## src/design/qu_regs.svh

```systemverilog
// Purpose: Register indexes, field positions and reset values of the quad serial pin block
// Assumes: Eight registers per channel, picked by the low three address lines
// Notes:   Definitions only
`ifndef QU_REGS_SVH
`define QU_REGS_SVH

// Register index inside one channel
`define QU_IDX_MCTL        3'h4
`define QU_IDX_LSR         3'h5
`define QU_IDX_MSTAT       3'h6

// Field positions
`define QU_MCTL_DTR_BIT    3'h0
`define QU_LSR_RX_WAIT_BIT 5'h00
`define QU_LSR_TX_ROOM_BIT 5'h05
`define QU_MSTAT_CTS_BIT   5'h04
`define QU_MSTAT_DSR_BIT   5'h05
`define QU_MSTAT_CAR_BIT   5'h07

// Reset values
`define QU_MCTL_RST        8'h00
`define QU_MEM_RST        8'h00

`endif

```

## src/design/qu_pkg.sv

```systemverilog
// Purpose: Types of the quad serial pin block
// Assumes: Four channels, eight-bit host data
// Notes:   Constants live in qu_regs.svh
`default_nettype none

package qu_pkg;

  typedef enum logic [1:0] {QU_IDLE, QU_RD_WAIT, QU_RD_DRIVE} qu_bus_st_t;

  typedef struct packed {
    logic [1:0]       rst_sy;
    logic [2:0]       rw_sy;
    logic [2:0]       rd_sy;
    logic [2:0]       wr_sy;
    logic [3:0]       car_s1;
    logic [3:0]       car_s2;
    logic [3:0]       cts_s1;
    logic [3:0]       cts_s2;
    logic [3:0]       dsr_s1;
    logic [3:0]       dsr_s2;
    logic [3:0][7:0]  mctl;
    qu_bus_st_t       bus_st;
    logic [1:0]       rd_ch;
    logic [2:0]       rd_idx;
    logic [7:0]       dout;
    logic             oe;
    logic             rx_agg_n;
    logic             tx_agg_n;
    logic [3:0]       tx_en;
    logic [3:0]       rx_en;
    logic [3:0]       dtr_n;
    logic             osc;
    logic             tick;
  } qu_state_t;

  typedef struct packed {
    logic [31:0][7:0] mem;
    logic [7:0]       rdata;
  } qu_mem_t;

endpackage

`default_nettype wire

```

## src/design/qu_regmem.sv

```systemverilog
// Purpose: Byte store for the plain registers of all four channels
// Assumes: One write and one read port, read data one cycle after the request
// Notes:   Address is channel in the upper two bits, register index below
`default_nettype none
`include "qu_regs.svh"

module qu_regmem (
  // Clock and reset
  input  wire logic        clk,
  input  wire logic        nrst,
  input  wire logic        ce,
  // Write port
  input  wire logic        wr_en,
  input  wire logic [4:0]  wr_addr,
  input  wire logic [7:0]  wr_data,
  // Read port
  input  wire logic        rd_en,
  input  wire logic [4:0]  rd_addr,
  output logic      [7:0]  rd_data
);

  qu_pkg::qu_mem_t st_ff;
  qu_pkg::qu_mem_t nxt_st;

  always_comb
  begin
    nxt_st = st_ff;
    if (wr_en)
    begin
      nxt_st.mem[wr_addr] = wr_data;
    end
    if (rd_en)
    begin
      nxt_st.rdata = st_ff.mem[rd_addr];
    end
  end

  always_ff @(posedge clk or negedge nrst)
  begin
    if (!nrst)
    begin
      st_ff <= '{mem: {32{`QU_MEM_RST}}, rdata: `QU_MEM_RST};
    end
    else if (ce)
    begin
      st_ff <= nxt_st;
    end
  end

  assign rd_data = st_ff.rdata;

endmodule

`default_nettype wire

```

## src/design/qu_pins.sv

```systemverilog
// Purpose: Host strobes, reset pin, aggregate ready pins and modem pins of a quad serial block
// Assumes: All pins synchronous to clk; FIFOs and shifters report readiness per channel
// Notes:   Data bus is split into in, out and output enable
// Operation
// - First mode: high reset clears control registers, outputs
// - Reset holds transmit and receive disabled
// - Second mode: reset pin is active low
// - Second mode uses one combined read/write strobe
// - Strobe falling edge writes selected register
// - Second mode: strobe rising edge drives selected register out; first mode: rd_n falling edge
// - One receive-ready output ORs all channels
// - Receive-ready low while any character waits
// - Receive-ready high when no characters remain
// - Per-channel receive status readable in registers
// - Transmit-ready low while any transmit slot free
// - Transmit-ready high only when all full
// - Crystal or external clock sets data rates
// - Per-channel active-low carrier-detect input
// - Active-low clear-to-send shown in status bit four
// - Per-channel active-low data-set-ready input
// - Ready signals never gate transmit or receive
// - Control bit zero set drives terminal-ready low
// - Control bit zero clear drives terminal-ready high
// - First mode: own chip select per channel
// - Second mode: address lines three, four pick channel
`default_nettype none
`include "qu_regs.svh"

module qu_pins (
  // Clock and reset
  input  wire logic        clk,
  input  wire logic        nrst,
  input  wire logic        ce,
  // Host bus
  input  wire logic        mode_16,
  input  wire logic        reset_pin,
  input  wire logic [3:0]  chip_sel_n,
  input  wire logic [4:0]  register_and_channel_address,
  input  wire logic [7:0]  host_data_in,
  output logic      [7:0]  host_data_out,
  output logic             host_data_oe,
  input  wire logic        rd_n,
  input  wire logic        wr_n,
  input  wire logic        rw_n,
  // Channel readiness from the FIFOs
  input  wire logic [3:0]  rx_char_avail,
  input  wire logic [3:0]  tx_room_avail,
  output logic             aggregate_receive_ready_n,
  output logic             aggregate_transmit_ready_n,
  // Reference clock
  input  wire logic        clock_or_crystal_in,
  output logic             oscillator_out,
  output logic             baud_ref_tick,
  // Modem pins
  input  wire logic [3:0]  carrier_detect_n,
  input  wire logic [3:0]  clear_to_send_n,
  input  wire logic [3:0]  data_set_ready_n,
  output logic      [3:0]  data_terminal_ready_n,
  // Channel enables
  output logic      [3:0]  tx_enable,
  output logic      [3:0]  rx_enable
);

  localparam qu_pkg::qu_state_t ST_RST = '{
    rw_sy:   3'h7,
    rd_sy:   3'h7,
    wr_sy:   3'h7,
    car_s1:   4'hF,
    car_s2:   4'hF,
    cts_s1:   4'hF,
    cts_s2:   4'hF,
    dsr_s1:   4'hF,
    dsr_s2:   4'hF,
    mctl:     {4{`QU_MCTL_RST}},
    bus_st:   qu_pkg::QU_IDLE,
    rx_agg_n: 1'b1,
    tx_agg_n: 1'b1,
    dtr_n:   4'hF,
    default: '0
  };

  qu_pkg::qu_state_t st_ff;
  qu_pkg::qu_state_t nxt_st;

  logic             rst_act;
  logic             sel_any;
  logic [1:0]       sel_ch;
  logic [2:0]       reg_idx;
  logic             rd_evt;
  logic             wr_evt;
  logic             drive_end;
  logic             mem_wr;
  logic             mem_rd;
  logic [7:0]       mem_rdata;
  logic [3:0][7:0]  mstat_w;
  logic [3:0][7:0]  lsr_w;

  // Reset pin polarity follows the interface mode
  assign rst_act = mode_16 ? st_ff.rst_sy[1] : !st_ff.rst_sy[1];

  assign reg_idx = register_and_channel_address[2:0];

  // Channel decode
  always_comb
  begin
    sel_any = 1'b0;
    sel_ch  = 2'h0;
    if (mode_16)
    begin
      sel_any = (chip_sel_n != 4'hF);
      if (!chip_sel_n[0])
      begin
        sel_ch = 2'h0;
      end
      else if (!chip_sel_n[1])
      begin
        sel_ch = 2'h1;
      end
      else if (!chip_sel_n[2])
      begin
        sel_ch = 2'h2;
      end
      else
      begin
        sel_ch = 2'h3;
      end
    end
    else
    begin
      sel_any = !chip_sel_n[0];
      sel_ch  = register_and_channel_address[4:3];
    end
  end

  // Strobe edges taken from the second synchroniser stage onward
  always_comb
  begin
    rd_evt    = 1'b0;
    wr_evt    = 1'b0;
    drive_end = !sel_any;
    if (mode_16)
    begin
      wr_evt    = st_ff.wr_sy[2] && !st_ff.wr_sy[1];
      rd_evt    = st_ff.rd_sy[2] && !st_ff.rd_sy[1];
      drive_end = drive_end || st_ff.rd_sy[1];
    end
    else
    begin
      wr_evt    = st_ff.rw_sy[2] && !st_ff.rw_sy[1];
      rd_evt    = !st_ff.rw_sy[2] && st_ff.rw_sy[1];
      drive_end = drive_end || wr_evt;
    end
    rd_evt = rd_evt && sel_any && !rst_act;
    wr_evt = wr_evt && sel_any && !rst_act;
  end

  // Writes to the read-only status indexes are dropped
  assign mem_wr = ce && wr_evt && (reg_idx != `QU_IDX_MCTL)
                  && (reg_idx != `QU_IDX_LSR) && (reg_idx != `QU_IDX_MSTAT);
  assign mem_rd = ce && rd_evt;

  // Per-channel status words
  genvar g;
  generate
    for (g = 0; g < 4; g++)
    begin : g_chan
      assign mstat_w[g] = ({7'h00, !st_ff.cts_s2[g]} << `QU_MSTAT_CTS_BIT)
                        | ({7'h00, !st_ff.dsr_s2[g]} << `QU_MSTAT_DSR_BIT)
                        | ({7'h00, !st_ff.car_s2[g]} << `QU_MSTAT_CAR_BIT);
      assign lsr_w[g] = ({7'h00, rx_char_avail[g]} << `QU_LSR_RX_WAIT_BIT)
                      | ({7'h00, tx_room_avail[g]} << `QU_LSR_TX_ROOM_BIT);
    end
  endgenerate

  always_comb
  begin
    nxt_st = st_ff;

    // Synchronisers
    nxt_st.rst_sy = {st_ff.rst_sy[0], reset_pin};
    nxt_st.rw_sy  = {st_ff.rw_sy[1:0], rw_n};
    nxt_st.rd_sy  = {st_ff.rd_sy[1:0], rd_n};
    nxt_st.wr_sy  = {st_ff.wr_sy[1:0], wr_n};
    nxt_st.car_s1 = carrier_detect_n;
    nxt_st.car_s2 = st_ff.car_s1;
    nxt_st.cts_s1 = clear_to_send_n;
    nxt_st.cts_s2 = st_ff.cts_s1;
    nxt_st.dsr_s1 = data_set_ready_n;
    nxt_st.dsr_s2 = st_ff.dsr_s1;

    // Buffered reference clock and its rising-edge tick
    nxt_st.osc  = clock_or_crystal_in;
    nxt_st.tick = clock_or_crystal_in && !st_ff.osc;

    // Aggregate ready pins
    nxt_st.rx_agg_n = !(|rx_char_avail);
    nxt_st.tx_agg_n = !(|tx_room_avail);

    // Control register writes
    if (wr_evt && (reg_idx == `QU_IDX_MCTL))
    begin
      nxt_st.mctl[sel_ch] = host_data_in;
    end

    // Read sequencing
    case (st_ff.bus_st)
      qu_pkg::QU_IDLE:
      begin
        if (rd_evt)
        begin
          nxt_st.rd_ch  = sel_ch;
          nxt_st.rd_idx = reg_idx;
          nxt_st.bus_st = qu_pkg::QU_RD_WAIT;
        end
      end
      qu_pkg::QU_RD_WAIT:
      begin
        case (st_ff.rd_idx)
          `QU_IDX_MCTL:  nxt_st.dout = st_ff.mctl[st_ff.rd_ch];
          `QU_IDX_LSR:   nxt_st.dout = lsr_w[st_ff.rd_ch];
          `QU_IDX_MSTAT: nxt_st.dout = mstat_w[st_ff.rd_ch];
          default:     nxt_st.dout = mem_rdata;
        endcase
        nxt_st.oe     = 1'b1;
        nxt_st.bus_st = qu_pkg::QU_RD_DRIVE;
      end
      qu_pkg::QU_RD_DRIVE:
      begin
        if (drive_end)
        begin
          nxt_st.oe     = 1'b0;
          nxt_st.bus_st = qu_pkg::QU_IDLE;
        end
      end
      default:
      begin
        nxt_st.oe     = 1'b0;
        nxt_st.bus_st = qu_pkg::QU_IDLE;
      end
    endcase

    // Terminal ready mirrors control bit zero, inverted
    for (int c = 0; c < 4; c++)
    begin
      nxt_st.dtr_n[c] = !nxt_st.mctl[c][`QU_MCTL_DTR_BIT];
    end

    // Enables depend on reset alone, never on modem lines
    nxt_st.tx_en = 4'hF;
    nxt_st.rx_en = 4'hF;

    if (rst_act)
    begin
      nxt_st.mctl     = {4{`QU_MCTL_RST}};
      nxt_st.dtr_n    = 4'hF;
      nxt_st.bus_st   = qu_pkg::QU_IDLE;
      nxt_st.oe       = 1'b0;
      nxt_st.dout     = 8'h00;
      nxt_st.rx_agg_n = 1'b1;
      nxt_st.tx_agg_n = 1'b1;
      nxt_st.tx_en   = 4'h0;
      nxt_st.rx_en   = 4'h0;
    end
  end

  always_ff @(posedge clk or negedge nrst)
  begin
    if (!nrst)
    begin
      st_ff <= ST_RST;
    end
    else if (ce)
    begin
      st_ff <= nxt_st;
    end
  end

  qu_regmem u_regmem (
    .clk     (clk),
    .nrst    (nrst),
    .ce      (ce),
    .wr_en   (mem_wr),
    .wr_addr ({sel_ch, reg_idx}),
    .wr_data (host_data_in),
    .rd_en   (mem_rd),
    .rd_addr ({sel_ch, reg_idx}),
    .rd_data (mem_rdata)
  );

  assign host_data_out              = st_ff.dout;
  assign host_data_oe               = st_ff.oe;
  assign aggregate_receive_ready_n  = st_ff.rx_agg_n;
  assign aggregate_transmit_ready_n = st_ff.tx_agg_n;
  assign oscillator_out             = st_ff.osc;
  assign baud_ref_tick              = st_ff.tick;
  assign data_terminal_ready_n      = st_ff.dtr_n;
  assign tx_enable                  = st_ff.tx_en;
  assign rx_enable                  = st_ff.rx_en;

  // Checks
  rst_outputs_a: assert property (@(posedge clk) disable iff (!nrst)
    rst_act && ce |=> tx_enable == 4'h0 && rx_enable == 4'h0
                      && data_terminal_ready_n == 4'hF && !host_data_oe)
    else $error("reset did not clear outputs");

  rst_low_mode_a: assert property (@(posedge clk) disable iff (!nrst)
    (!mode_16 && !reset_pin && ce) [*4] |=> tx_enable == 4'h0)
    else $error("low reset pin ignored in second mode");

  read_drive_a: assert property (@(posedge clk) disable iff (!nrst)
    rd_evt && ce ##1 ce && !rst_act |-> ##1 host_data_oe)
    else $error("read did not drive data bus");

  dtr_write_a: assert property (@(posedge clk) disable iff (!nrst)
    wr_evt && ce && reg_idx == `QU_IDX_MCTL
    |=> data_terminal_ready_n[$past(sel_ch)] == !$past(host_data_in[0]))
    else $error("terminal ready does not follow control bit");

  rx_agg_low_a: assert property (@(posedge clk) disable iff (!nrst)
    ce && !rst_act && rx_char_avail != 4'h0 |=> !aggregate_receive_ready_n)
    else $error("receive ready not low with data waiting");

  rx_agg_high_a: assert property (@(posedge clk) disable iff (!nrst)
    ce && rx_char_avail == 4'h0 |=> aggregate_receive_ready_n)
    else $error("receive ready low with no data");

  tx_agg_level_a: assert property (@(posedge clk) disable iff (!nrst)
    ce && !rst_act |=> aggregate_transmit_ready_n == ($past(tx_room_avail) == 4'h0))
    else $error("transmit ready wrong");

  cts_status_a: assert property (@(posedge clk) disable iff (!nrst)
    $past(ce) && $past(ce, 2) |-> mstat_w[0][4] == !$past(clear_to_send_n[0], 2))
    else $error("clear to send status wrong");

  enable_free_a: assert property (@(posedge clk) disable iff (!nrst)
    ce && !rst_act |=> tx_enable == 4'hF && rx_enable == 4'hF)
    else $error("enables gated outside reset");

  read_68_c: cover property (@(posedge clk) disable iff (!nrst)
    !mode_16 && rd_evt ##2 host_data_oe);
  write_16_c: cover property (@(posedge clk) disable iff (!nrst)
    mode_16 && wr_evt && reg_idx == `QU_IDX_MCTL);
  reset_pin_c: cover property (@(posedge clk) disable iff (!nrst)
    rst_act ##1 !rst_act);

endmodule

`default_nettype wire

```

## config.mk

```make
export PLATFORM = sky130hd
export DESIGN_NAME = qu_pins
export DESIGN_NICKNAME = d
export VERILOG_FILES = /design/src/design/qu_pkg.sv /design/src/design/qu_regmem.sv /design/src/design/qu_pins.sv
export VERILOG_INCLUDE_DIRS = /design/src /design/src/design
export SDC_FILE = /design/constraint.sdc
export NUM_CORES = 1
export LEC_CHECK = 0
export ABC_AREA = 1
export BUFFER_PORTS_ARGS = -buffer_cell sky130_fd_sc_hd__buf_4
export CAP_MARGIN = 10
export CORE_MARGIN = 8
export CORE_UTILIZATION = 47
export CTS_CLUSTER_DIAMETER = 150
export DETAILED_ROUTE_END_ITERATION = 10
export SKIP_CTS_REPAIR_TIMING = 1
export SYNTH_ARGS = -nofsm -noshare
export SYNTH_HDL_FRONTEND = slang
export SYNTH_SLANG_ARGS = --single-unit
```

## constraint.sdc

```tcl
create_clock -name clk -period 2.3 [get_ports clk]
set_input_delay 0 -clock clk [delete_from_list [all_inputs] [get_ports clk]]
set_output_delay 0 -clock clk [all_outputs]
set_load 0.005 [all_outputs]
```

### After elaboration in Yosys (flattened, before gate mapping)

Cells that the tools add are included.

| word-level totals | value |
|---|---|
| bits in registers | 363 |
| input port bits | 46 |
| logic and storage cells | 184 |
| output and inout port bits | 25 |

| cells by class | value |
|---|---|
| mux-type cells | 33 |
| order comparisons | 5 |
| equal/unequal tests | 13 |
| bitwise logic cells | 12 |
| reduce and logical (&&, ||, !) cells | 58 |

Operators with widths:

| operator | count |
|---|---|
| $bwmux W256 | 1 |
| $mux W8 | 7 |
| $bmux W8 S2 | 3 |
| $bmux W8 S5 | 1 |
| $demux W8 S5 | 1 |
| $mux W34 | 1 |
| $bwmux W32 | 1 |
| $mux W32 | 1 |
| $or A6 B8 Y8 | 4 |
| $logic_not A1 Y1 | 27 |
| $or A1 B6 Y6 | 4 |
| $or A5 B6 Y6 | 4 |
| $pmux W8 S3 | 1 |
| $mux W23 | 1 |
| $logic_and A1 B1 Y1 | 17 |
| $demux W8 S2 | 1 |
| $ne A3 B3 Y1 const B | 5 |
| $eq A3 B3 Y1 const B | 4 |
| $reduce_and A3 Y1 | 3 |
| $mux W2 | 4 |
| $reduce_and A2 Y1 | 4 |
| $reduce_or A4 Y1 | 2 |
| $mux W1 | 7 |
| $mux W7 | 1 |
| 13 further kinds | 16 |

### Logic depth before layout (Yosys ltp)

Gate-level depths: netlist of run 1.

| logic depth | value |
|---|---|
| depth in word-level cells | 12 |
| mapped depth | 14 |
| mapped depth without buffers | 12 |

### By module

A second synthesis of run 1 with hierarchy kept.

| second synthesis, totals | value |
|---|---|
| cells, all modules | 2174 |
| area, all modules | 17174.0 sq um |

By module, submodules not included:

| module | times used | cells each | area each (sq um) | sequential area each (sq um) |
|---|---|---|---|---|
| qu_regmem | 1 | 1509 | 12170.4 | 6606.3 |
| qu_pins | 1 | 665 | 5003.5 | 2351.0 |

### Worst setup path before layout of run 1

OpenSTA, ideal clock, no wires.

| timing | value |
|---|---|
| path kind | register -> register |
| from | register st_ff[98] (netlist name) |
| to | register u_regmem.st_ff[134] (netlist name) |
| path slack | 443 ps |
| setup time | 129 ps |
| arrival time | 1728 ps |
| stages on the path, launching flop included | 10 |
| clock period less this slack | 1857 ps |
| cell sequence | dfrtp_1 > xor2_2 > nand2_2 > nor2_4 > nand2_4 > nor2_8 > nand3_4 > buf_6 > nand2_1 > o21ai_2 |

| on the way | value |
|---|---|
| longest elaborated chain between the ends | 9 |

RTL lines:

| what | line | RTL |
|---|---|---|
| from (decl) | qu_pins.sv:82 | `qu_pkg::qu_state_t st_ff;` |
| from (signal assigned) | qu_pins.sv:274 | `st_ff <= nxt_st;` |
| $logic_not A1 Y1 | qu_pins.sv:99 | `assign rst_act = mode_16 ? st_ff.rst_sy[1] : !st_ff.rst_sy[1];` |
| $mux W1 (*) | qu_pins.sv:99 |  |
| $logic_not A1 Y1 (*) | qu_pins.sv:154 | `wr_evt = wr_evt && sel_any && !rst_act;` |
| $logic_and A1 B1 Y1 (*) | qu_pins.sv:154 |  |
| $logic_and A1 B1 Y1 (*) (4 in series) | qu_pins.sv:158 | `` assign mem_wr = ce && wr_evt && (reg_idx != `QU_IDX_MCTL) `` |
| $reduce_and A2 Y1 (no line) (*) | - |  |
| to (signal assigned) | qu_regmem.sv:42 | `` st_ff <= '{mem: {32{`QU_MEM_RST}}, rdata: `QU_MEM_RST}; `` |
| to (signal assigned) | qu_regmem.sv:46 | `st_ff <= nxt_st;` |
| to (decl) | qu_regmem.sv:22 | `qu_pkg::qu_mem_t st_ff;` |

Mark *: on every way between the ends. The rest lies on a longest branch, timed or not.
A chain may end at the register's enable or synchronous reset.

### Worst setup path in the final report of run 1

| timing | value |
|---|---|
| from | register st_ff[98] (netlist name) |
| to | register u_regmem.st_ff[143] (netlist name) |

Same word-level chain as after synthesis.

==> results, run 1 <==
- The flow ran to the end, but the final reports show violations.
- The final reports fail on hold timing.
- Counting the buffers created by CTS gives 41.
- Setup repair after global routing could not meet its margin everywhere.
- The reported leakage power is 0.00968 uW.
- The slowest stage cell on the critical path is dfrtp_1.
- The number of I/O port buffers is 70.
- Counting both buffers and inverters, the worst setup path holds a total of 0.
- The final worst clock skew is between 0.01 and 0.015 ns.
- The detailed-routing iteration count for the pre-antenna-repair pass is 5.
- Derived from the worst setup path, the maximum achievable clock frequency is 478 MHz.
- CTS placed an instance of clkbuf_16 at the clock tree root.
- The initial utilization of the core area, before any placement, comes to 0.473.
- The xor and xnor area share after synthesis is 0.00201.
- In the routed layout, each cell is associated on average with a via count of around 5.
- The floorplan has a little under 70 rows.
- In this run, synthesis produced a sequential element count of 356.
- In the final layout, the share of cells above drive strength 1 is 0.137.
- STA puts the critical path data arrival time at between 2 and 2.5 ns.
- Of the post-synthesis cell area, the part taken by muxes is 0.
- The critical path in this run is classified as flip-flop to flip-flop.
- The data required time of the worst path is 2.69 ns.
- Of the total synthesized cell area, the portion taken by full adders, half adders and majority gates is 0.
- The cell that appears most often on the critical path is nand2_1.
- The total nets after synthesis is 2088.
- In the post-synthesis netlist, the biggest area contributors are dfrtp_1 49%, nand2_1 21%, dfstp_2 6.3%.
- Setup violations remaining at the end of the flow were counted as 0.
- The H-tree was split into 2 levels.
- The width of the die is 202 um.
- The total wire length is 42900 um.
- By area, the combinational part of the netlist is dominated by simple AND/OR/NAND/NOR gates.
- The total vias in the final route is 12795.
- The fraction of the mapped netlist area in simple logic gates is 0.292.
- For this run, the register share of the synthesized area comes to 0.554.
- The core area is ~34000 sq um.
- The pin count of the biggest net entering global routing is 70.
- The max-slew headroom at the worst pin is 0.354.
- The number of maximum-capacitance constraint violations is 0.
- The library cells used most frequently in the layout, excluding fill and tap cells, are 922 x nand2_1, 317 x dfrtp_1, 114 x buf_4.
- The clock passes through at most 3 buffers.
- Compared with the post-synthesis result, the final layout area differs by 14.9%.
- The compound-cell area share of the yosys netlist was 0.0790.
- The number of antenna repair diodes is 0.
- The overall track demand over capacity in global routing is 0.210.
- For the pin with the worst max-slew slack, the measured transition is slightly below 1 ns.
- In the routed design, unresolved DRC markers number 0.
- The clock reaches the later pin of the worst-skew pair after about 0.55 ns.
- The first global-routing pass estimated 69000 um of wire.
- The count of warnings emitted by yosys is 0.
- TritonCTS built the clock tree.
- The die boundary height is 202 um.
- The maximum VDD drop is 0.551 mV.
- The number of antenna violations at the first check in global routing is 0.
- The number of global-route vias before repair was 12352.
- The HPWL after detailed placement is 27700 um.
- The area enclosed by the die boundary is approximately 41000 sq um.
- The path class of the tightest hold or removal check is primary input to flip-flop.
- The remaining antenna violation count is 0.
- The signal on the critical path passes through xor2_2, nand2_2, nor2_4, nand2_4, nor2_2, nand2_1, nand2_1, o21ai_0.
- The worst hold margin is -0.0274 ns.
- The startpoint class of the critical path is a flip-flop.
- The I/O pin count is 71.
- The share of synthesized area in the top cell type comes to 0.490.
- The final-report hold violation count was 3.
- The minimum clock period after layout is between 2 and 2.5 ns.
- The number of placed cells counting well taps is around 2400.
- After technology mapping, the gate count stands at 2042.
- The part of the cycle the worst path needs is 0.909.
- Leaving out fill and tap cells, the most frequent cell in the layout is nand2_1.
- For this design the ratio of total power to cell area is roughly 840 nW/um^2.
- Along the worst path, the maximum fanout reaches 16.
- The cell taking the most area after synthesis is dfrtp_1.
- The number of cells in the finished layout apart from fillers is 2512.
- The final estimated routing congestion in global placement is 0.884.
- The count of final max-slew check failures is 0.
- STA classifies the critical path endpoint as a flip-flop.
- The number of design-rule violations left by the first detailed-router iteration is 989.
- The total number of clock tree sinks is ~360.
- In this design, the stage delay of the slowest critical-path cell is 0.44 ns.
- The clock-pin slew on the worst setup and hold paths is around 0.06 ns.
- The final global-route overflow total is 0.
- The area of the mapped netlist is 16200 sq um.
- In the final routed layout, each cell accounts on average for 17.1 um.
- The synthesized area per cell is between 7 and 8 sq um.
- The net count reported at finish is 2072.
- Yosys mapped the design onto 39 distinct sky130hd cell types.
- The cell class contributing the biggest share of worst-path delay is simple AND/OR/NAND/NOR gates.
final cells by class:
class / count / area, sq um
repair buffers: 155 / 1350
inverters: 67 / 251
multi-input cells: 1405 / 6040
clock inverters: 18 / 229
clock buffers: 56 / 1190
flip-flops and latches: 356 / 8960
fillers: 3248 / 15600
well taps: 455 / 569
final timing paths:
kind	slack (ns)	start	depth (start not counted)	endpoint
max	0.21	st_ff[98]$_DFFE_PN0P_	8	u_regmem.st_ff[143]$_DFFE_PN0P_
min	-0.03	tx_room_avail[1]	7	host_data_out[5]$_DFFE_PN0P_
max reg2reg	0.21	st_ff[98]$_DFFE_PN0P_	8	u_regmem.st_ff[143]$_DFFE_PN0P_
min reg2reg	0.37	u_regmem.st_ff[51]$_DFFE_PN0P_	0	u_regmem.st_ff[51]$_DFFE_PN0P_
max in group asynchronous	1.49	nrst	3	nxt_st[95]$_DFFE_PN1P_
min in group asynchronous	0.04	nrst	2	u_regmem.st_ff[240]$_DFFE_PN0P_
per-stage QoR:
stage	setup WS, ns	setup TNS [ns]	total power, uW	cell area [sq um]	utilization
after CTS	0.204	0	15800	18300	0.534
after global routing	-0.0348	-0.0855	16300	18600	0.544
after detailed placement	0.222	0	8890	16900	0.493
after global placement	0.232	0	8850	16900	0.493
final	0.209	0	15700	18600	0.544
after floorplan	0.443	0	8080	16200	-
state kept, by name, indices dropped and copies added, names as in the netlist:
signal and flops:
aggregate_receive_ready_n 1, host_data_oe 1, tx_enable 1, nxt_st 19, u_regmem.rd_data 8, data_terminal_ready_n 4
oscillator_out 1, aggregate_transmit_ready_n 1, baud_ref_tick 1, st_ff 55, u_regmem.st_ff 256, host_data_out 8
cells in the mapped netlist (all sizes together):
cell and number:
nand2 936, dfrtp 317, o21ai 181, clkbuf 156, nor2 115, nand3 95, inv 64, buf 58
dfstp 39, a21oi 36, nand4 11, nor3 7, a22o 4, o211ai 4, clkinv 3, o22ai 3
a22oi 2, nor4 2, o22a 2, a211oi 1, and2 1, nand3b 1, o21a 1, or2 1
xnor2 1, xor2 1
where the power goes:
group | internal [uW] | total (uW) | switching, uW | leakage (uW)
clock | 4200 | 6850 | 2650 | 0.000714
combinational | 677 | 1980 | 1300 | 0.00417
sequential | 6640 | 6840 | 203 | 0.00479
per-layer routing:
metal  vias up  track usage  wire, um
met2       327        0.321     19200
met4         0       0.0673      1050
met1      6117        0.300     20300
met3        73       0.0368      2300
met5         -            0         0
li1       6278            -         -
logic make-up (layout without fill, tap and decap cells):
logic type	after synthesis	count (layout)
DFF	356	356
xor gates and xnor gates	2	2
and+or+nand+nor	1169	1169
buffers and inverters	281	296
AOI/OAI and AO/OA	234	234
worst register-to-register path: cells and delay by family (launching register included):
| family | cells | cell delay [ns] |
|---|---|---|
| compound gates | 1 | 0.10 |
| xor+xnor | 1 | 0.24 |
| flops | 1 | 0.44 |
| simple gates | 6 | 1.16 |
Note: power is estimated with default switching activity, not from simulation.
==> inputs of run 2 (changes only) <==
--- a/config.mk
+++ b/config.mk
@@ -10,9 +10,11 @@
 export BUFFER_PORTS_ARGS = -buffer_cell sky130_fd_sc_hd__buf_4
 export CAP_MARGIN = 10
 export CORE_MARGIN = 8
-export CORE_UTILIZATION = 47
+export CORE_UTILIZATION = 62
 export CTS_CLUSTER_DIAMETER = 150
 export DETAILED_ROUTE_END_ITERATION = 10
+export PLACE_DENSITY = 0.8
+export RECOVER_POWER = 25
 export SKIP_CTS_REPAIR_TIMING = 1
 export SYNTH_ARGS = -nofsm -noshare
 export SYNTH_HDL_FRONTEND = slang
==> results, run 2 (synthesized netlist as in run 1, its figures left out) <==
- The area enclosed by the die boundary is 31500 sq um (-22%).
- The number of global-route vias before repair came to 12756 (+3.3%).
- The startpoint class of the critical path is a flip-flop.
- The core area is 25800 sq um (-24%).
- The start point of the critical path is st_ff[98]$_DFFE_PN0P_.
- The number of antenna violations at the first check in global routing came to 2 (+2).
- The overall track demand over capacity in global routing came to 0.262 (+0.0523).
- The clock-pin slew on the worst setup and hold paths is 0.06 ns (about the same).
- The power density normalized to cell area is 847 nW/um^2 (+0.46%).
- The number of I/O port buffers is 70 (unchanged).
- The clock tree from TritonCTS is done.
- The part of the cycle the worst path needs is 0.951 (+0.0419).
- The first-pass GRT wire length is 66600 um (-3.4%).
- The total of endpoints with negative setup slack in the final report is 0 (unchanged).
- The worst hold margin is -0.0663 ns (-0.0388 ns).
- The final routed wire length divided by cell count was 17.4 um (+2.2%).
- The endpoint kind of the worst setup timing path is a flip-flop.
- The width of the die was 178 um (-12%).
- The die boundary height is 178 um (-12%).
- The net count reported at finish is 2057 (-0.72%).
- The flow ran to the end, but the final reports show violations.
- The pin count of the biggest net entering global routing came to 81 (+16%).
- The final worst clock skew is 0.0248 ns (+0.0138 ns).
- The maximum VDD drop came to 0.751 mV (+36%).
- The slew at the pin closest to its max-slew limit was 1.83 ns (+0.859 ns).
- Setup repair after global routing could not meet its margin everywhere.
- The overall power after layout was 15400 uW (-1.4%).
- The final-report hold violation count came to 2 (-1).
- The clock insertion delay at the later pin of the skew report was 0.54 ns (about the same).
- The mean number of vias per cell is 5.61 (+10%).
- The count of standard-cell rows is 59 (-13%).
- The total wire length is 41500 um (-3.4%).
- The data required time of the worst path is 2.66 ns (-0.03 ns).
- The final reports fail on hold timing, capacitance limit, slew limit.
- The starting utilization of the core area is 0.626 (+0.153).
- The worst path arrival time is 2.55 ns (+0.07 ns).
- The tightest min-delay check is of the primary input to flip-flop type.
- In the layout the commonest cells are 922 x nand2_1, 317 x dfrtp_1, 109 x o21ai_0.
- The number of H-tree levels is 2 (unchanged).
- The detailed-route DRC error count is 0 (unchanged).
- The reported leakage power came to 0.00956 uW (-1.2%).
- The number of maximum-capacitance constraint violations came to 1 (+1).
- The worst hold path begins at host_data_in[0].
- The count of final max-slew check failures is 68 (+68).
- The startpoint identified for the worst register-to-register timing path is st_ff[98]$_DFFE_PN0P_.
- The critical path in this run is classified as flip-flop to flip-flop.
- The top fanout value on the critical path is 16 (unchanged).
- The total vias in the final route came to 13338 (+4.2%).
- The TritonCTS buffer count is 38 (-7.3%).
- The max-slew headroom at the worst pin is -0.218 (-0.572).
- The achievable clock frequency came to 457 MHz (-4.4%).
- The number of design-rule violations left by the first detailed-router iteration is 1633 (+65%).
- The remaining antenna violation count is 0 (unchanged).
- The maximum buffer depth of the clock tree is 3 (unchanged).
- u_regmem.st_ff holds more flip-flops than any other register.
- Leaving out fill and tap cells, the most frequent cell in the layout is nand2_1.
- The flip-flop count of the largest register after layout is 256 (unchanged).
- The detailed-routing iteration count for the pre-antenna-repair pass is 6 (+1).
- The I/O pin count is 71 (unchanged).
- The clock tree root driver cell is clkbuf_16.
- The fraction of layout instances using a drive strength above 1 came to 0.129 (-0.00768).
- The final estimated routing congestion in global placement is 0.982 (+11%).
- The minimum clock period after layout came to 2.19 ns (+0.0964 ns).
- The worst slack after detailed placement is 0.138 ns (-0.0845 ns).
- The fraction of the core area covered by cells at the end of the flow came to 0.706 (+0.162).
- The sum of net half-perimeters after detailed placement was 26400 um (-4.9%).
- The growth of design area from synthesis to finish is 12.8%.
- The worst-case setup margin in the final layout was 0.113 ns (-0.0964 ns).
- The total number of clock tree sinks is 356 (unchanged).
- The final global-route overflow total came to 0 (unchanged).
## run 2: cell count changes in the layout (fill, tap and decap cells not counted), moves of 2 or more
| cell | change |
|---|---|
| clkbuf_1 | +3 |
| inv_6 | -2 |
| buf_4 | -8 |
| buf_12 | -4 |
| clkbuf_2 | +3 |
| clkinv_2 | -4 |
| dlygate4sd3_1 | -2 |
| clkbuf_8 | -4 |
## run 2: per-stage QoR
| stage | instance area (sq um) | cells | TNS [ns] |
|---|---|---|---|
| finish | 18200 | 2376 | 0 |
| global route | 18200 | 2376 | -0.391 |
| floorplan | 16200 | 2042 | 0 |
| global placement | 16600 | 2276 | 0 |
| detailed placement | 16600 | 2276 | 0 |
| CTS | 17900 | 2345 | 0 |
## run 2: layer usage
layer	vias to the layer above	track usage	wire length, um
met3	118	0.0509	3770
met1	6332	0.357	17100
met5	-	0	13
met4	2	0.104	1460
met2	636	0.411	19100
li1	6250	-	-
## run 2: report_power, final
part           total [uW]  internal [uW]  switching [uW]
clock                6640           4150            2490
combinational        1950            622            1330
sequential           6860           6640             216
## run 2: worst paths after layout
| check | end | slack [ns] | cells after the start |
|---|---|---|---|
| worst max-delay path | u_regmem.st_ff[209]$_DFFE_PN0P_ | 0.11 | 8 |
| worst min-delay path | data_terminal_ready_n[3]$_DFFE_PN1P_ | -0.07 | 6 |
| worst max register to register | u_regmem.st_ff[209]$_DFFE_PN0P_ | 0.11 | 8 |
| worst min register to register | u_regmem.st_ff[46]$_DFFE_PN0P_ | 0.37 | 0 |
| max in group asynchronous | u_regmem.st_ff[220]$_DFFE_PN0P_ | 0.48 | 3 |
| min in group asynchronous | u_regmem.st_ff[182]$_DFFE_PN0P_ | 0.48 | 2 |
## run 2: cell type report
type	instances	area, sq um
antenna	1	2.50
clock inverter	14	226
sequential	356	8960
timing repair buffer	143	1190
tap	335	419
clock buffer	55	1150
inverter	67	251
fill	1916	7600
multi-input combinational	1405	6040
## run 2: worst max-delay path: stages (launching register included)
cell and delay (ns):
dfrtp_1 0.43, xor2_2 0.34, nand2_2 0.19, nor2_4 0.14
nand2_4 0.14, nor2_2 0.22, nand2_1 0.31, nand2_1 0.15
o21ai_0 0.10
==> inputs of run 3 (changes only) <==
--- a/config.mk
+++ b/config.mk
@@ -10,10 +10,9 @@
 export BUFFER_PORTS_ARGS = -buffer_cell sky130_fd_sc_hd__buf_4
 export CAP_MARGIN = 10
 export CORE_MARGIN = 8
-export CORE_UTILIZATION = 62
+export CORE_UTILIZATION = 32
 export CTS_CLUSTER_DIAMETER = 150
 export DETAILED_ROUTE_END_ITERATION = 10
-export PLACE_DENSITY = 0.8
 export RECOVER_POWER = 25
 export SKIP_CTS_REPAIR_TIMING = 1
 export SYNTH_ARGS = -nofsm -noshare
==> results, run 3 (synthesized netlist as in run 1, its figures left out) <==
- The reported net switching power is 4170 uW (+3.3%).
- The mean number of vias per cell was 4.72 (-16%).
- The total of endpoints with negative setup slack in the final report is 0 (unchanged).
- The relative contribution of sequential cells to total power is 0.431 (-0.013).
- The switching portion of total power is 0.263 (+0.00156).
- The power density normalized to cell area is 836 nW/um^2 (-1.3%).
- TritonCTS built the clock tree.
- The total wire length is 44200 um (+6.6%).
- Among the stages of the critical path, the cell type that occurs most often is nand2_1.
- The detailed-route DRC error count came to 0 (unchanged).
- The core area is 50100 sq um (+94%).
- The total vias in the final route is 12924 (-3.1%).
- The clock tree root driver cell is clkbuf_16.
- The global-route track usage on met2 is 0.233 (-0.178).
- The slew at the pin closest to its max-slew limit is 2.02 ns (+0.189 ns).
- The area enclosed by the die boundary is 58000 sq um (+84%).
- The worst slack after detailed placement came to 0.292 ns (+0.154 ns).
- The number of antenna violations at the first check in global routing came to 0 (-2).
- The top fanout value on the critical path came to 7 (-9).
- The width of the die was 241 um (+36%).
- The endpoint kind of the worst setup timing path is a flip-flop.
- The sum of net half-perimeters after detailed placement is 29600 um (+12%).
- The maximum VDD drop came to 0.375 mV (-50%).
- The met1 track demand over resource is 0.215 (-0.143).
- The max-slew headroom at the worst pin was -0.344 (-0.126).
- The first-pass GRT wire length is 70000 um (+5.1%).
- The flip-flop count of the largest register after layout is 256 (unchanged).
- The final estimated routing congestion in global placement is 0.878 (-11%).
- The achievable clock frequency is 471 MHz (+2.9%).
- The clock-pin slew on the worst setup and hold paths came to 0.06 ns (about the same).
- The worst-case setup margin in the final layout is 0.175 ns (+0.0627 ns).
- The final reports fail on hold timing, capacitance limit, slew limit.
- The number of I/O port buffers is 70 (unchanged).
- The critical path goes through inv_1, nand3_1, nand2_1, nand2_1, inv_1, nand2_1, nand2_1, nand3_1, nand2_1, dlygate4sd3_1, nand2_1.
- The worst hold margin came to -0.0241 ns (+0.0422 ns).
- The fraction of power consumed by the clock network was 0.439 (+0.009).
- The fraction of the core area covered by cells at the end of the flow is 0.379 (-0.327).
- The top cell types in the final layout, fill and taps aside, are 922 x nand2_1, 317 x dfrtp_1, 127 x buf_4.
- The TritonCTS buffer count is 41 (+7.9%).
- The worst setup path is launched from a flip-flop.
- The pin count of the biggest net entering global routing is 75 (-7.4%).
- The number of antenna repair diodes came to 0 (-1).
- The met3 track demand over resource is 0.0290 (-0.0219).
- The fraction of layout instances using a drive strength above 1 is 0.141 (+0.0117).
- The overall power after layout is 15900 uW (+2.7%).
- The maximum buffer depth of the clock tree is 3 (unchanged).
- The I/O pin count is 71 (unchanged).
- The count of final max-slew check failures was 60 (-12%).
- The final routed wire length divided by cell count is 16.1 um (-7.6%).
- In this run the worst hold path is classified as primary input to flip-flop.
- The number of H-tree levels came to 2 (unchanged).
- The worst path arrival time is 2.61 ns (+0.06 ns).
- Relative to the synthesized area, the layout overhead comes to 17.3%.
- The reported leakage power is 0.00973 uW (+1.7%).
- The overall track demand over capacity in global routing came to 0.151 (-0.111).
- The part of the cycle the worst path needs is 0.924 (-0.0272).
- The net count reported at finish was 2087 (+1.5%).
- The clock insertion delay at the later pin of the skew report is 0.55 ns (about the same).
- The detailed-routing iteration count for the pre-antenna-repair pass is 6 (unchanged).
- The die boundary height came to 241 um (+36%).
- The proportion of power drawn by combinational gates is 0.130 (+0.004).
- The summed negative setup slack over all endpoints was 0 ns (unchanged).
- The starting utilization of the core area is 0.323 (-0.303).
- The slowest stage cell on the critical path is dlygate4sd3_1.
- The largest stage delay on the critical path came to 0.56 ns (+0.13 ns).
- The number of maximum-capacitance constraint violations was 1 (unchanged).
- The internal power consumption is 11700 uW (+2.5%).
- The final worst clock skew is 0.0157 ns (-0.00907 ns).
- The total number of clock tree sinks was 356 (unchanged).
- The final global-route overflow total is 0 (unchanged).
- Setup repair after global routing left no endpoint under its margin.
- The register with the most flip-flops in the final layout is u_regmem.st_ff.
- The global routing stage identified its most utilized layer as met2.
- The data required time of the worst path is 2.79 ns (+0.13 ns).
- The final-report hold violation count came to 3 (+1).
- The remaining antenna violation count is 0 (unchanged).
- The number of design-rule violations left by the first detailed-router iteration is 1053 (-36%).
- The count of standard-cell rows is 82 (+39%).
- The number of global-route vias before repair came to 12494 (-2.1%).
- The most common library cell in the layout ignoring fill and taps is nand2_1.
- The flow ran to the end, but the final reports show violations.
- The minimum clock period after layout is 2.12 ns (-0.0627 ns).
- By startpoint and endpoint, the worst setup path is classified as flip-flop to flip-flop.
- The fill cell instance count of the final layout is 5199 (+170%).
## run 3: cell count changes in the layout (fill, tap and decap cells not counted), moves of 2 or more
cell / before / now
buf_4: 106 / 127
dlygate4sd3_1: 30 / 35
clkbuf_1: 7 / 3
buf_12: 4 / 7
bufinv_16: 6 / 8
clkbuf_2: 3 / 1
clkinv_2: 6 / 8
clkinvlp_4: 1 / 3
nor2_1: 107 / 105
nor2_2: 5 / 7
## run 3: routing by layer
metal,vias up,wire (um)
met4,0,989
met3,62,2760
li1,6317,-
met1,6189,21000
met2,356,19500
met5,-,0
## run 3: path summary, 6_finish.rpt
path / start / end / slack [ns] / cells past startpoint
worst max-delay path: nxt_st[96]$_DFFE_PN1P_ / data_terminal_ready_n[3]$_DFFE_PN1P_ / 0.18 / 11
worst min-delay path: rx_char_avail[1] / host_data_out[0]$_DFFE_PN0P_ / -0.02 / 7
worst max register to register: nxt_st[96]$_DFFE_PN1P_ / data_terminal_ready_n[3]$_DFFE_PN1P_ / 0.18 / 11
worst min register to register: u_regmem.st_ff[49]$_DFFE_PN0P_ / u_regmem.st_ff[49]$_DFFE_PN0P_ / 0.37 / 0
max in group asynchronous: nrst / data_terminal_ready_n[1]$_DFFE_PN1P_ / 0.51 / 3
min in group asynchronous: nrst / st_ff[51]$_DFFE_PN0P_ / 0.54 / 2
## run 3: worst max-delay path: cells and delay by family (launching register included)
kind / cells / cell delay, ns
AND/OR/NAND/NOR: 8 / 0.83
flip-flops: 1 / 0.54
buffers and inverters: 3 / 0.70
## run 3: area by class of cell
class / count / area, sq um / area share
Timing Repair Buffer: 170 / 1450 / 0.0763
Sequential cell: 356 / 8960 / 0.472
Tap cell: 672 / 841 / 0.0443
Multi-Input combinational cell: 1405 / 6040 / 0.318
Inverter: 67 / 251 / 0.0133
Clock inverter: 21 / 315 / 0.0166
Clock buffer: 50 / 1120 / 0.0590
## run 3: power groups by stage
stage	Sequential, uW	Clock [uW]	Combinational, uW
final	6830	6970	2060
after CTS	6830	7140	2020
after detailed placement	6940	0	2010
after global placement	6930	0	1990
after floorplan	6890	0	1190
after global routing	6870	7390	2300
## run 3: metrics by stage
step | area [sq um] | std cells
final | 19000 | 2741
after global routing | 19000 | 2741
after CTS | 18600 | 2706
after detailed placement | 17200 | 2635
after global placement | 17200 | 2635
after floorplan | 16200 | 2042
